==> config.mk <==
export PLATFORM = sky130hd
export DESIGN_NAME = ica_internal_bus_arbiter
export DESIGN_NICKNAME = d
export VERILOG_FILES = /design/src/logic/ica_req_sync.v /design/src/logic/ica_internal_bus_arbiter.v
export VERILOG_INCLUDE_DIRS = /design/src /design/src/inc
export SDC_FILE = /design/constraint.sdc
export NUM_CORES = 1
export LEC_CHECK = 0
export CAP_MARGIN = 10
export CELL_PAD_IN_SITES_DETAIL_PLACEMENT = 1
export CELL_PAD_IN_SITES_GLOBAL_PLACEMENT = 1
export CORE_ASPECT_RATIO = 1.75
export CORE_UTILIZATION = 52
export DETAILED_ROUTE_END_ITERATION = 7
export DONT_BUFFER_PORTS = 1
export PLACE_DENSITY_LB_ADDON = 0.3
export SLEW_MARGIN = 20
export SYNTH_ARGS = -nofsm -noshare
export SYNTH_HDL_FRONTEND = slang
export SYNTH_HIERARCHICAL = 1
export SYNTH_SLANG_ARGS = --single-unit
==> constraint.sdc <==
create_clock -name mclk -period 4.5 [get_ports mclk]
set_clock_uncertainty 0.1 [all_clocks]
set_input_delay 0.9 -clock mclk [delete_from_list [all_inputs] [get_ports mclk]]
set_output_delay 0.9 -clock mclk [all_outputs]
set_load 0.02 [all_outputs]
==> src/inc/ica_consts.vh <==
// What this block does
// - Group occupy limit, bits 7:4, resets 1
// - Audio occupy limit, bits 3:0, resets 1
// - Zero limit: grant held while requested
// - Limit N expires after N grants
// - Group promote limit, bits 7:4, resets 1
// - Select bit 1 registers request first
// - Bit 6 selects SPI request sync
// - Bit 5 selects card reader sync
// - Bit 4 selects SDIO request sync
// - Bit 3 selects IDE request sync
// - Bit 1 selects USB request sync
// - Bit 0 selects LPC bridge sync
// - Bits 7,2 reserved, read back written
// - Per-requester priority bit, high wins
`ifndef ICA_CONSTS_VH
`define ICA_CONSTS_VH
`define ICA_OFS_HOLD      8'h52
`define ICA_OFS_PROMOTE   8'h53
`define ICA_OFS_SYNCSEL   8'h54
`define ICA_OFS_PRIO      8'h50
`define ICA_GRP_HI        7
`define ICA_GRP_LO        4
`define ICA_AUD_HI        3
`define ICA_AUD_LO        0
`define ICA_TIMER_RST     8'h11
`define ICA_SYNC_RST      8'h00
`define ICA_PRIO_RST      8'h00
`define ICA_NREQ          8
`define ICA_AUDIO_IDX     7
`define ICA_SYNC_STAGES   2
`endif

==> src/logic/ica_req_sync.v <==
`timescale 1ns/1ps
`default_nettype none
module ica_req_sync (
  input  wire mclk,
  input  wire rst_n,
  input  wire req_raw,
  input  wire sync_sel,
  output wire req_out
);
  reg stage1_r;
  reg stage2_r;

  always @(posedge mclk or negedge rst_n) begin
    if (!rst_n) begin
      stage1_r <= 1'b0;
      stage2_r <= 1'b0;
    end else begin
      stage1_r <= req_raw;
      stage2_r <= stage1_r;
    end
  end

  // Only the second stage is ever looked at; the raw path exists for low-latency clients.
  assign req_out = sync_sel ? stage2_r : req_raw;
endmodule
`default_nettype wire

==> src/logic/ica_internal_bus_arbiter.v <==
`timescale 1ns/1ps
`default_nettype none
`include "ica_consts.vh"
// Requester index: 0 LPC/ISA, 1 USB, 2 spare, 3 IDE, 4 SDIO, 5 card reader,
// 6 SPI, 7 audio controller. Indices 0, 1 and 3..6 line up with the sync-select bits.
module ica_internal_bus_arbiter #(
  parameter NREQ = `ICA_NREQ
) (
  input  wire            mclk,
  input  wire            rst_n,
  input  wire            cfg_wr,
  input  wire            cfg_rd,
  input  wire [7:0]      cfg_addr,
  input  wire [7:0]      cfg_wdata,
  output reg  [7:0]      cfg_rdata,
  input  wire [NREQ-1:0] req,
  output reg  [NREQ-1:0] gnt,
  output reg  [NREQ-1:0] promoted
);
  localparam ST_IDLE = 1'b0;
  localparam ST_OWN  = 1'b1;

  reg  [7:0]      hold_ctrl_r;
  reg  [7:0]      promote_ctrl_r;
  reg  [7:0]      sync_sel_r;
  reg  [7:0]      prio_r;
  reg             state_r;
  reg  [2:0]      owner_r;
  reg  [3:0]      occ_cnt_r;
  reg  [3:0]      wait_cnt_r [0:NREQ-1];
  reg  [NREQ-1:0] req_d_r;
  wire [NREQ-1:0] req_use;
  wire [NREQ-1:0] sel_vec;

  // The spare index and the audio client take no sync path.
  assign sel_vec = {1'b0, sync_sel_r[6:3], 1'b0, sync_sel_r[1:0]};

  genvar gi;
  generate
    for (gi = 0; gi < NREQ; gi = gi + 1) begin : g_req
      ica_req_sync u_sync (
        .mclk     (mclk),
        .rst_n    (rst_n),
        .req_raw  (req[gi]),
        .sync_sel (sel_vec[gi]),
        .req_out  (req_use[gi])
      );
    end
  endgenerate

  // Register port. A read returns the value held before a write in the same
  // cycle, so software that writes and reads back must leave one cycle between.
  // Unmapped offsets are ignored on write and read back as zero.
  always @(posedge mclk or negedge rst_n) begin
    if (!rst_n) begin
      hold_ctrl_r    <= `ICA_TIMER_RST;
      promote_ctrl_r <= `ICA_TIMER_RST;
      sync_sel_r     <= `ICA_SYNC_RST;
      prio_r         <= `ICA_PRIO_RST;
      cfg_rdata      <= 8'h00;
    end else begin
      if (cfg_wr) begin
        case (cfg_addr)
          `ICA_OFS_HOLD:    hold_ctrl_r <= cfg_wdata;
          `ICA_OFS_PROMOTE: promote_ctrl_r <= cfg_wdata;
          `ICA_OFS_SYNCSEL: sync_sel_r <= cfg_wdata;
          `ICA_OFS_PRIO:    prio_r <= cfg_wdata;
          default:          ;
        endcase
      end
      if (cfg_rd) begin
        case (cfg_addr)
          `ICA_OFS_HOLD:    cfg_rdata <= hold_ctrl_r;
          `ICA_OFS_PROMOTE: cfg_rdata <= promote_ctrl_r;
          `ICA_OFS_SYNCSEL: cfg_rdata <= sync_sel_r;
          `ICA_OFS_PRIO:    cfg_rdata <= prio_r;
          default:          cfg_rdata <= 8'h00;
        endcase
      end
    end
  end

  // Limits for the current owner and for each requester.
  function [3:0] occ_lim;
    input [2:0] idx;
    begin
      if (idx == `ICA_AUDIO_IDX)
        occ_lim = hold_ctrl_r[`ICA_AUD_HI:`ICA_AUD_LO];
      else
        occ_lim = hold_ctrl_r[`ICA_GRP_HI:`ICA_GRP_LO];
    end
  endfunction

  function [3:0] pro_lim;
    input [2:0] idx;
    begin
      if (idx == `ICA_AUDIO_IDX)
        pro_lim = promote_ctrl_r[`ICA_AUD_HI:`ICA_AUD_LO];
      else
        pro_lim = promote_ctrl_r[`ICA_GRP_HI:`ICA_GRP_LO];
    end
  endfunction

  // A waiting requester counts grants given to others; reaching its promote
  // limit raises it to high priority until it is served.
  wire [NREQ-1:0] eff_hi;
  genvar gp;
  generate
    for (gp = 0; gp < NREQ; gp = gp + 1) begin : g_pro
      assign eff_hi[gp] = prio_r[gp] | promoted[gp];
    end
  endgenerate

  // Limit and expiry for the current owner. One grant is counted per cycle
  // of ownership, so the count is 1 on the cycle the grant first shows.
  wire [3:0]      cur_lim     = occ_lim(owner_r);
  wire [NREQ-1:0] own_mask    = 8'h01 << owner_r;
  wire            others      = |(req_use & ~own_mask);
  wire            expired     = (cur_lim != 4'h0) && (occ_cnt_r >= cur_lim);

  // The holder is left out of the next arbitration when its limit runs out
  // while others wait. Without this mask the lowest index would win again
  // and a low-index holder could keep the bus for good, which is exactly
  // what the occupy limit exists to stop.
  wire            rotate      = (state_r == ST_OWN) && expired && others;
  wire [NREQ-1:0] req_cand    = rotate ? (req_use & ~own_mask) : req_use;
  wire            release_now = !req_use[owner_r] || rotate;

  // Winner: lowest index among high-priority candidates, else among all.
  // Fixed order by index keeps the selector small; fairness among equals
  // comes only from the occupy and promote limits, so a zero limit on a
  // busy low-index client can starve the others.
  reg [2:0]      win_idx;
  reg            win_any;
  reg [NREQ-1:0] hi_req;
  integer k;
  always @* begin
    win_idx = 3'h0;
    win_any = 1'b0;
    hi_req  = req_cand & eff_hi;
    for (k = NREQ - 1; k >= 0; k = k - 1) begin
      if (hi_req[k]) begin
        win_idx = k[2:0];
        win_any = 1'b1;
      end
    end
    if (!win_any) begin
      for (k = NREQ - 1; k >= 0; k = k - 1) begin
        if (req_cand[k]) begin
          win_idx = k[2:0];
          win_any = 1'b1;
        end
      end
    end
  end

  // A grant event is any cycle on which the grant register takes an owner;
  // the promote counters of the clients still waiting step on it.
  wire            grant_evt   = (state_r == ST_IDLE && win_any) ||
                                (state_r == ST_OWN && release_now && win_any);

  integer j;
  always @(posedge mclk or negedge rst_n) begin
    if (!rst_n) begin
      state_r   <= ST_IDLE;
      owner_r   <= 3'h0;
      occ_cnt_r <= 4'h0;
      gnt       <= {NREQ{1'b0}};
      promoted  <= {NREQ{1'b0}};
      for (j = 0; j < NREQ; j = j + 1)
        wait_cnt_r[j] <= 4'h0;
    end else begin
      case (state_r)
        ST_IDLE: begin
          if (win_any) begin
            state_r   <= ST_OWN;
            owner_r   <= win_idx;
            occ_cnt_r <= 4'h1;
            gnt       <= 8'h01 << win_idx;
          end
        end
        ST_OWN: begin
          if (release_now) begin
            // The candidate set already excludes the holder on expiry.
            if (win_any) begin
              owner_r   <= win_idx;
              occ_cnt_r <= 4'h1;
              gnt       <= 8'h01 << win_idx;
            end else begin
              state_r <= ST_IDLE;
              gnt     <= {NREQ{1'b0}};
            end
          end else if (occ_cnt_r != 4'hF) begin
            occ_cnt_r <= occ_cnt_r + 4'h1;
          end
        end
        default: begin
          state_r <= ST_IDLE;
          gnt     <= {NREQ{1'b0}};
        end
      endcase
      for (j = 0; j < NREQ; j = j + 1) begin
        if (grant_evt && win_idx == j[2:0]) begin
          wait_cnt_r[j] <= 4'h0;
          promoted[j]   <= 1'b0;
        end else if (!req_use[j]) begin
          wait_cnt_r[j] <= 4'h0;
          promoted[j]   <= 1'b0;
        end else if (grant_evt && pro_lim(j[2:0]) != 4'h0) begin
          if (wait_cnt_r[j] + 4'h1 >= pro_lim(j[2:0]))
            promoted[j] <= 1'b1;
          if (wait_cnt_r[j] != 4'hF)
            wait_cnt_r[j] <= wait_cnt_r[j] + 4'h1;
        end
      end
    end
  end
endmodule
`default_nettype wire

; ---- Word level (Yosys, flattened, before mapping)
; Index checks and enable logic that the tools add are counted.
[totals]
register_bits = 108
latchBits = 0
ram_bits = 0
rom_bits = 0
out_inout_bits = 24
word_cells = 338
memories = 0
[op_classes]
add_sub_neg = 9
multipliers = 0
n_div = 0
order_cmp = 10
n_eq_ne = 48
shift = 2
muxes = 163
bitwise = 12
n_reduce_logical = 57
[ops]
columns = operator, count
row1 = $mux W4, 76
row2 = $mux W1, 58
row3 = $mux W3, 19
row4 = $ne A3 B3 Y1 const B, 18
row5 = $reduce_and A2 Y1, 21
row6 = $add A4 B1 Y4 const B, 9
row7 = $ge A4 B4 Y1, 9
row8 = $ne A4 B4 Y1 const B, 9
row9 = $reduce_bool A4 Y1, 9
row10 = $eq A8 B7 Y1 const B, 4
row11 = $mux W8, 4
row12 = $pmux W8 S4, 1
row13 = $logic_and A1 B1 Y1, 22
row14 = $ne A3 B1 Y1 const B, 7
row15 = $and A8 B8 Y8, 2
row16 = $pmux W8 S2, 1
row17 = $shl A1 B3 Y8 const A, 2
row18 = $eq A3 B3 Y1 const B, 5
row19 = $not A8 Y8, 1
row20 = $or A1 B1 Y1, 8
row21 = $pmux W4 S2, 1
row22 = $reduce_or A8 Y1, 1
row23 = $eq A3 B2 Y1 const B, 2
row24 = $pmux W3 S2, 1
row25 = other kinds (10), 11

; ---- Depth between registers and ports, before layout
; Gate-level depths: netlist of the first run.
[depth]
depth_word = 38
depth_mapped = 15

; ---- Hierarchy
; The synthesis of the first run kept the hierarchy.
[modules_own_cells]
columns = module, instances, cells_each, area_each_um2, seq_area_each_um2
row1 = ica_internal_bus_arbiter, 1, 570, 6033.3, 2407.3
row2 = ica_req_sync, 8, 3, 65.1, 50.0

; ---- Worst setup path before layout of the first run
; No wires, ideal clock.
[synth_path]
path_kind = input to register
start = in req[2]
end = reg wait_cnt_r[18] (netlist name)
setup_ns = 0.136
t_arrival_ns = 3.618
required_ns = 4.264
slack_ns = 0.646
cell_stages = 11
cell_sequence = mux2_4 > clkbuf_1 > nor2_1 > a221oi_1 > nor4_4 > o31ai_2 > o22ai_1 > or3b_1 > o32ai_4 > nor3b_2 > nor4_1
[synth_via]
elab_chain_len = 26
[synth_lines]
columns = element, line
row1 = start: declaration, ica_internal_bus_arbiter.v:16  ; input wire [NREQ-1:0] req,
row2 = $and A8 B8 Y8, "ica_internal_bus_arbiter.v:118, ica_internal_bus_arbiter.v:126"
row3 = $reduce_or A8 Y1, ica_internal_bus_arbiter.v:118  ; wire others = |(req_use & ~own_mask);
row4 = $logic_and A1 B1 Y1, ica_internal_bus_arbiter.v:125  ; wire rotate = (state_r == ST_OWN) && expired && others;
row5 = $mux W8, ica_internal_bus_arbiter.v:126  ; wire [NREQ-1:0] req_cand = rotate ? (req_use & ~own_mask) : req_use;
row6 = $and A8 B8 Y8, ica_internal_bus_arbiter.v:140  ; hi_req = req_cand & eff_hi;
row7 = $mux W3 (8 in a row), ica_internal_bus_arbiter.v:142  ; if (hi_req[k]) begin
row8 = $mux W3 (8 in a row), ica_internal_bus_arbiter.v:149  ; if (req_cand[k]) begin
row9 = $mux W3, ica_internal_bus_arbiter.v:147  ; if (!win_any) begin
row10 = $eq A3 B2 Y1, ica_internal_bus_arbiter.v:203  ; if (grant_evt && win_idx == j[2:0]) begin
row11 = $logic_and A1 B1 Y1, ica_internal_bus_arbiter.v:203
row12 = $ne A3 B3 Y1 (no line), n/a
row13 = $reduce_and A2 Y1 (no line), n/a
row14 = end signal: indexed assignment, ica_internal_bus_arbiter.v:213  ; wait_cnt_r[j] <= wait_cnt_r[j] + 4'h1;
row15 = end: declaration, ica_internal_bus_arbiter.v:30  ; reg [3:0] wait_cnt_r [0:NREQ-1];
; Several ways; a longest one is shown, not always the timed one. The select of a mux whose other input is x is not followed.
; A chain may end at the register's enable or synchronous reset.

; ---- Worst setup path in the final report of the first run
[layout_path]
start = reg owner_r[1]
end = reg wait_cnt_r[26] (netlist name)
[layout_via]
elab_chain_len = 29
[layout_lines]
columns = element, line
row1 = start: declaration, ica_internal_bus_arbiter.v:28  ; reg [2:0] owner_r;
row2 = start signal: assignment, ica_internal_bus_arbiter.v:177  ; owner_r <= win_idx;
row3 = start signal: assignment, ica_internal_bus_arbiter.v:186  ; owner_r <= win_idx;
row4 = $eq A3 B3 Y1 (no line), n/a
row5 = $mux W4, ica_internal_bus_arbiter.v:87  ; if (idx == `ICA_AUDIO_IDX)
row6 = $ge A4 B4 Y1 / $reduce_bool A4 Y1 (equally long branches), ica_internal_bus_arbiter.v:119  ; wire expired = (cur_lim != 4'h0) && (occ_cnt_r >= cur_lim);
row7 = $logic_and A1 B1 Y1, ica_internal_bus_arbiter.v:119
row8 = $logic_and A1 B1 Y1 (2 in a row), ica_internal_bus_arbiter.v:125
row9 = $mux W8, ica_internal_bus_arbiter.v:126
row10 = $and A8 B8 Y8, ica_internal_bus_arbiter.v:140
row11 = $mux W3 (8 in a row), ica_internal_bus_arbiter.v:142
row12 = $mux W3 (8 in a row), ica_internal_bus_arbiter.v:149
row13 = $mux W3, ica_internal_bus_arbiter.v:147
row14 = $eq A3 B1 Y1, ica_internal_bus_arbiter.v:203
row15 = $logic_and A1 B1 Y1, ica_internal_bus_arbiter.v:203
row16 = $ne A3 B3 Y1 (no line), n/a
row17 = $reduce_and A2 Y1 (no line), n/a
; Several ways; a longest one is shown, not always the timed one. The select of a mux whose other input is x is not followed.

==> flow_summary.yaml, run 1 <==
timing:
  finalCritPeriodShare: 0.942
  finalSetupTns_ns: 0
  worstMarginPinSlew_ns: 0.748
  rsz0062_at_grt: "false"
  max_slew_margin: 0.497
  layout_min_cycle_time_ns: 4.24
  finalSetupViolCount: 0
  fmax_ghz: 0.236
  final-max-slew-violation-count: 0
  finalHoldViolations: 0
final_layout:
  fillers: 1304
  multiInputGateArea_um2: 3660
  fin_area_um2: 7200
  antenna_cells: 0
  area_growth_pct: 9.83
  regArea_um2: 2810
  nets: 677
  drive_above_1_share: 0.176
power_and_ir_drop:
  p_leak_nw: 3.28
  irDropWorstVdd_uv: 246
  cellPowerDensity_nw_per_um2: 459
detailed_routing:
  vias: 5042
  ant_nets: 0
  vias_per_cell: 6.51
  routedWlPerCell_um: 23.1
  drt_iter0_markers: 260
  drc: 0
  drt-total-wl_um: 17800
  drtPass1Iterations: 5
cts:
  clockBufferDepth: 2
  htree_num_levels: 3
  clock-sinks: 112
  clock_latency_ns: 0.36
  cts_root_buf: "clkbuf_16"
  cts_made_buffers: 9
  cts_tree: "yes"
  clkSlewWorstSetupHoldPaths_ns: 0.08
placement:
  io_buffers: 0
  dp_hpwl_um: 13000
  place_congestion: 0.964
  placed_area_um2: 6810
grt:
  grt_pass1_vias: 5549
  grt_overflow: 0
  grt_pass1_wl_um: 28700
  grt_max_degree: 113
  antenna_found_initial: 0
  grt_usage: 0.290
synthesis:
  syn_area_um2: 6550
  synth_seq_area_share: 0.428
  syn_area_per_cell_um2: 11.0
  synth_edf_count: 0
  synth.yosys.warnings: 6
  synth.distinct_cells: 70
  async_reset_ff_frac: 1.00
  synth-main-ff-cell: "dfrtp_1"
  synth_seq_cells: 112
  synth_cells: 594
worst_setup_path:
  crit_type: "flip-flop to flip-flop"
  cp-end-kind: "flip-flop"
  cp.required_ns: 4.66
  r2r-start: "owner_r[1]$_DFFE_PN0P_"
  crit_start: "owner_r[1]$_DFFE_PN0P_"
  arrival_ns: 4.40
  rr_worst_depth: 13
  reg2reg_to: "wait_cnt_r[26]$_DFFE_PN0P_"
  crit_fanout: 10
  worst-r2r-setup-slack_ns: 0.26
  setup.worst_path.start_class: "flip-flop"
outcome:
  run_status: "completed"
floorplan:
  num_io_pins: 52
  start_util: 0.540
  core_area_um2: 12100
  num_rows: 53
  fp.dieArea_um2: 13100
  chipWidth_um: 86.9
  die_h_um: 151
job:
  maxCapViolations: 0
min_path:
  min_path_type: "primary input to async pin"
how the worst max path moves through the flow:
stage | end | slack (ns) | cells past startpoint
2_1_floorplan | wait_cnt_r[18]$_DFFE_PN0P_ | 0.65 | 11
3_3_place_gp | wait_cnt_r[18]$_DFFE_PN0P_ | 0.30 | 13
3_5_place_dp | promoted[3]$_DFFE_PN0P_ | 0.05 | 13
4_1_cts | promoted[3]$_DFFE_PN0P_ | 0.02 | 13
5_1_grt | wait_cnt_r[29]$_DFFE_PN0P_ | 0.04 | 16
6_report | wait_cnt_r[26]$_DFFE_PN0P_ | 0.26 | 13
power breakdown:
part	switching (W)	leakage (nW)	internal, W
clock	0.000393	0.152	0.000457
sequential	0.000175	1.49	0.00112
combinational	0.000666	1.64	0.000499
total	0.00123	3.28	0.00207
metal layers:
metal  track usage  part of all wire  wire [um]  vias up
li1              -                 -          -     2238
met3        0.0504             0.037        667       50
met1         0.309              0.37       6660     2600
met5             0                 0          0        -
met4         0.161             0.048        860        0
met2         0.531              0.54       9660      154
registers in the layout, summed over array words and instances (netlist names):
| signal | cells |
|---|---|
| promote_ctrl_r | 8 |
| hold_ctrl_r | 8 |
| g_req.u_sync/stage2_r | 8 |
| sync_sel_r | 8 |
| prio_r | 8 |
| occ_cnt_r | 4 |
| promoted | 8 |
| g_req.u_sync/stage1_r | 8 |
| owner_r | 3 |
| gnt | 8 |
| wait_cnt_r | 32 |
| state_r | 1 |
| cfg_rdata | 8 |
per-stage QoR:
| stage | power, W | worst slack (ns) | hold WS (ns) | cells | util |
|---|---|---|---|---|---|
| 2_1_floorplan | 0.00201 | 0.646 | 0.231 | 595 | - |
| 3_3_place_gp | 0.00229 | 0.302 | 0.236 | 756 | 0.562 |
| 3_5_place_dp | 0.00235 | 0.0524 | 0.240 | 756 | 0.562 |
| 4_1_cts | 0.00321 | 0.0219 | 0.125 | 772 | 0.587 |
| 5_1_grt | 0.00347 | 0.0439 | 0.111 | 774 | 0.593 |
| 6_report | 0.00331 | 0.261 | 0.130 | 774 | 0.593 |
cell type report:
class                      count  area share
inverter                      17     0.00886
timing repair buffer          14      0.0198
clock buffer                  10      0.0332
clock inverter                 6      0.0104
multi-input combinational    450       0.509
tap                          165      0.0287
sequential                   112       0.390
cells in the final DEF (no fill, tap or decap), types with 8 or more instances in the layout:
cell type,count
nand2_1,40
mux2i_1,15
nor2b_1,11
o21ai_0,15
dfrtp_1,108
xor2_1,16
a21o_1,20
ha_1,45
nor2_1,30
nand2b_1,13
buf_4,11
inv_1,17
mux2_4,9
mux2_2,34
a21oi_1,23
nor3b_1,25
clkbuf_16,9
nand3_1,23
a21boi_0,9
o22ai_1,11
xnor2_1,8
worst max-delay path, stage by stage (launching register included):
cell and delay [ns]:
dfrtp_1 0.40, nand3_2 0.17, mux2_2 0.37, ha_1 0.27, nand2b_1 0.09, a2111oi_0 0.10, buf_4 0.16, or3_4 0.44
o31ai_1 0.57, o22ai_1 0.18, a211oi_1 0.36, or3_1 0.33, and3b_1 0.31, nor4b_2 0.30
Yosys cell counts, drive strengths merged (3+ instances only):
cell type,instances,area [um^2]
a21o,20,150
o22ai,11,68.8
nand2,40,150
clkbuf,9,33.8
nand3,24,125
o31ai,6,60.1
a22oi,7,52.6
o21ai,16,83.8
a222oi,7,70.1
mux2,43,518
inv,17,63.8
nor2,30,113
nor3,6,40.0
mux2i,15,150
dfrtp,108,2700
xnor2,8,70.1
nand2b,13,81.3
and4b,5,50.1
nor4,8,65.1
buf,7,37.5
a21oi,24,124
nor3b,29,244
a211oi,3,22.5
xor2,16,140
a221oi,3,32.5
nor2b,11,68.8
ha,45,563
nor4b,8,108
dfstp,4,105
a31oi,3,18.8
a21boi,9,67.6
what timing repair did:
action | 4_1_cts | 5_1_grt
buffers inserted | 0 | 2
endpoints found under the hold margin | 0 | 0
resized for setup | 0 | 5
hold buffers | 0 | 0
endpoints found under the setup margin | 0 | 48
logic make-up (layout without fill, tap and decap cells):
group,after synthesis,count (layout),share of synthesized area
multiplexers,60,60,0.109
XOR/XNOR,24,24,0.0321
flip-flops,112,112,0.428
adder cells (fa/ha/maj),45,45,0.0859
AND/OR/NAND/NOR,190,190,0.178
buffers and inverters,33,47,0.0206
AO/OA/AOI/OAI,129,129,0.146
other,1,2,0.000572
Power figures use the tool's default switching activity.
==> inputs of run 2 (changes only) <==
--- a/config.mk
+++ b/config.mk
@@ -17,5 +17,4 @@
 export SLEW_MARGIN = 20
 export SYNTH_ARGS = -nofsm -noshare
 export SYNTH_HDL_FRONTEND = slang
-export SYNTH_HIERARCHICAL = 1
 export SYNTH_SLANG_ARGS = --single-unit
==> run 2 against run 1 <==
  * Area after synthesis rose by 9.7%
  * Die area rose by 9.5%
  * Register-to-register slack improved by 0.11 ns
  * Clock-buffer cell count did not move
  * Fmax rose by 2.8%
  * Non-clock buffer count rose by 3
  * Cell area rose by 7.4%
  * Worst setup slack improved by 0.11 ns
  * Total power rose by 7.0%
  * Highest routed layer unchanged
==> flow_summary.yaml, run 2 <==
synthesis:
  synth_seq_area_share: 0.377
  synth.yosys.warnings: 0
  yosysMostFrequentCell: "dfrtp_1"
  synth_edf_count: 0
  yosys-top-cells-count: "104 x dfrtp_1, 47 x mux2i_1, 45 x ha_1"
  syn_area_um2: 7190
  synth_nets: 727
  synth.distinct_cells: 82
  synth-main-ff-cell: "dfrtp_1"
  synth_top_area_share: 0.362
  synth_top_area_cell: "dfrtp_1"
  synth_cells: 654
  async_reset_ff_frac: 1.00
  syn_area_per_cell_um2: 11.0
  synth_seq_cells: 108
  synth_top_cells_by_area: "dfrtp_1 36%, ha_1 7.8%, mux2i_1 6.5%"
grt:
  antenna_found_initial: 0
  grt_pass1_wl_um: 35300
  grt_overflow: 0
  grt_pass1_vias: 6381
  grt_max_degree: 109
  grt_usage: 0.326
cts:
  post_cts.repair.setup_buffers: 0
  clock-sinks: 108
  cts_hold_buffers: 0
  cts_root_buf: "clkbuf_16"
  cts_tree: "yes"
  clockBufferDepth: 2
  htree_num_levels: 3
  clock_latency_ns: 0.36
  cts_made_buffers: 9
  clkSlewWorstSetupHoldPaths_ns: 0.08
  postCtsResizedCells: 0
timing:
  layout_min_cycle_time_ns: 4.12
  finalSetupTns_ns: 0
  max_slew_margin: 0.340
  finalSetupViolCount: 0
  fmax_ghz: 0.242
  whs_ns: 0.126
  final-max-slew-violation-count: 0
  rsz0062_at_grt: "false"
  worstMarginPinSlew_ns: 0.983
  finalHoldViolations: 0
  finalCritPeriodShare: 0.917
final_layout:
  final_core_util: 0.574
  antenna_cells: 0
  drive_above_1_share: 0.221
  layout_common_cells: "104 x dfrtp_1, 47 x mux2i_1, 45 x ha_1"
  nets: 730
  area_growth_pct: 7.54
  largest_reg_flops: 32
  final_common_cell: "dfrtp_1"
  largest_register: "wait_cnt_r"
floorplan:
  chipWidth_um: 90.9
  core_area_um2: 13500
  fp.dieArea_um2: 14300
  start_util: 0.534
  num_io_pins: 52
  die_h_um: 158
  num_rows: 56
detailed_routing:
  drc: 0
  vias_per_cell: 6.62
  drtPass1Iterations: 4
  drt-total-wl_um: 22000
  drt_iter0_markers: 269
  ant_nets: 0
  routedWlPerCell_um: 26.3
  vias: 5538
worst_setup_path:
  setup.worst_path.start_class: "flip-flop"
  cp.required_ns: 4.65
  arrival_ns: 4.28
  crit_fanout: 24
  crit_type: "flip-flop to flip-flop"
  crit_start: "owner_r[1]$_DFFE_PN0P_"
  r2r-start: "owner_r[1]$_DFFE_PN0P_"
  cp-end-kind: "flip-flop"
power_and_ir_drop:
  cellPowerDensity_nw_per_um2: 458
  irDropWorstVdd_uv: 330
  p_leak_nw: 3.41
placement:
  place_congestion: 0.991
  dp_hpwl_um: 16700
  io_buffers: 0
outcome:
  run_status: "completed"
job:
  maxCapViolations: 0
min_path:
  min_path_type: "primary input to async pin"
-- run 2: cells by family after synthesis --
family                     Yosys count  share of synthesized area
and+or+nand+nor                    162                      0.126
AOI/OAI and AO/OA                  186                      0.219
muxes                               90                      0.141
xor gates and xnor gates            24                     0.0292
DFF                                108                      0.377
adders and majority gates           45                     0.0783
buffers and inverters               39                     0.0303
-- run 2: final timing paths --
| path | end | slack, ns | cells after the start |
|---|---|---|---|
| min | wait_cnt_r[12]$_DFFE_PN0P_ | 0.13 | 0 |
| max in group asynchronous | hold_ctrl_r[0]$_DFFE_PN1P_ | 3.93 | 0 |
| max | wait_cnt_r[1]$_DFFE_PN0P_ | 0.38 | 12 |
| min in group mclk | g_req[6].u_sync.stage2_r$_DFF_PN0_ | 0.26 | 0 |
| max reg2reg | wait_cnt_r[1]$_DFFE_PN0P_ | 0.38 | 12 |
| min reg2reg | g_req[6].u_sync.stage2_r$_DFF_PN0_ | 0.26 | 0 |
-- run 2: layout make-up --
type,count,area (um^2)
clock buffers,10,239
clock inverters,6,63.8
fillers,1454,5720
inverters,14,52.6
multi-input cells,507,4300
flip-flops and latches,108,2710
well taps,174,218
repair buffers,17,153
-- run 2: where the power goes --
part           total [W]  leakage (nW)  internal [W]  switching, W
Combinational    0.00148          1.83      0.000544      0.000937
Clock           0.000807         0.146      0.000407      0.000400
Sequential       0.00125          1.43       0.00107      0.000175
-- run 2: layer usage --
metal / part of all wire / GRT usage
met1: 0.36 / 0.332
met2: 0.55 / 0.623
met3: 0.035 / 0.0454
met4: 0.059 / 0.194
met5: 0 / 0
-- run 2: critical path, cell delays in order, from the launching register on --
cell      delay (ns)
dfrtp_1         0.43
nand3_4         0.16
mux2i_1         0.29
ha_1            0.24
o21a_1          0.15
o21ai_0         0.17
or3_4           0.43
o31ai_1         0.69
a22oi_1         0.32
a22o_2          0.36
a41o_1          0.25
buf_12          0.18
a221oi_1        0.26
-- run 2: through the flow --
| step | power (W) | instances | instance area (um^2) | worst slack (ns) |
|---|---|---|---|---|
| finish | 0.00354 | 836 | 7730 | 0.375 |
| global route | 0.00369 | 836 | 7730 | 0.0827 |
| CTS | 0.00353 | 836 | 7730 | 0.408 |
| detailed placement | 0.00273 | 820 | 7430 | 0.464 |
| global placement | 0.00267 | 820 | 7430 | 0.573 |
| floorplan | 0.00231 | 654 | 7190 | 0.940 |
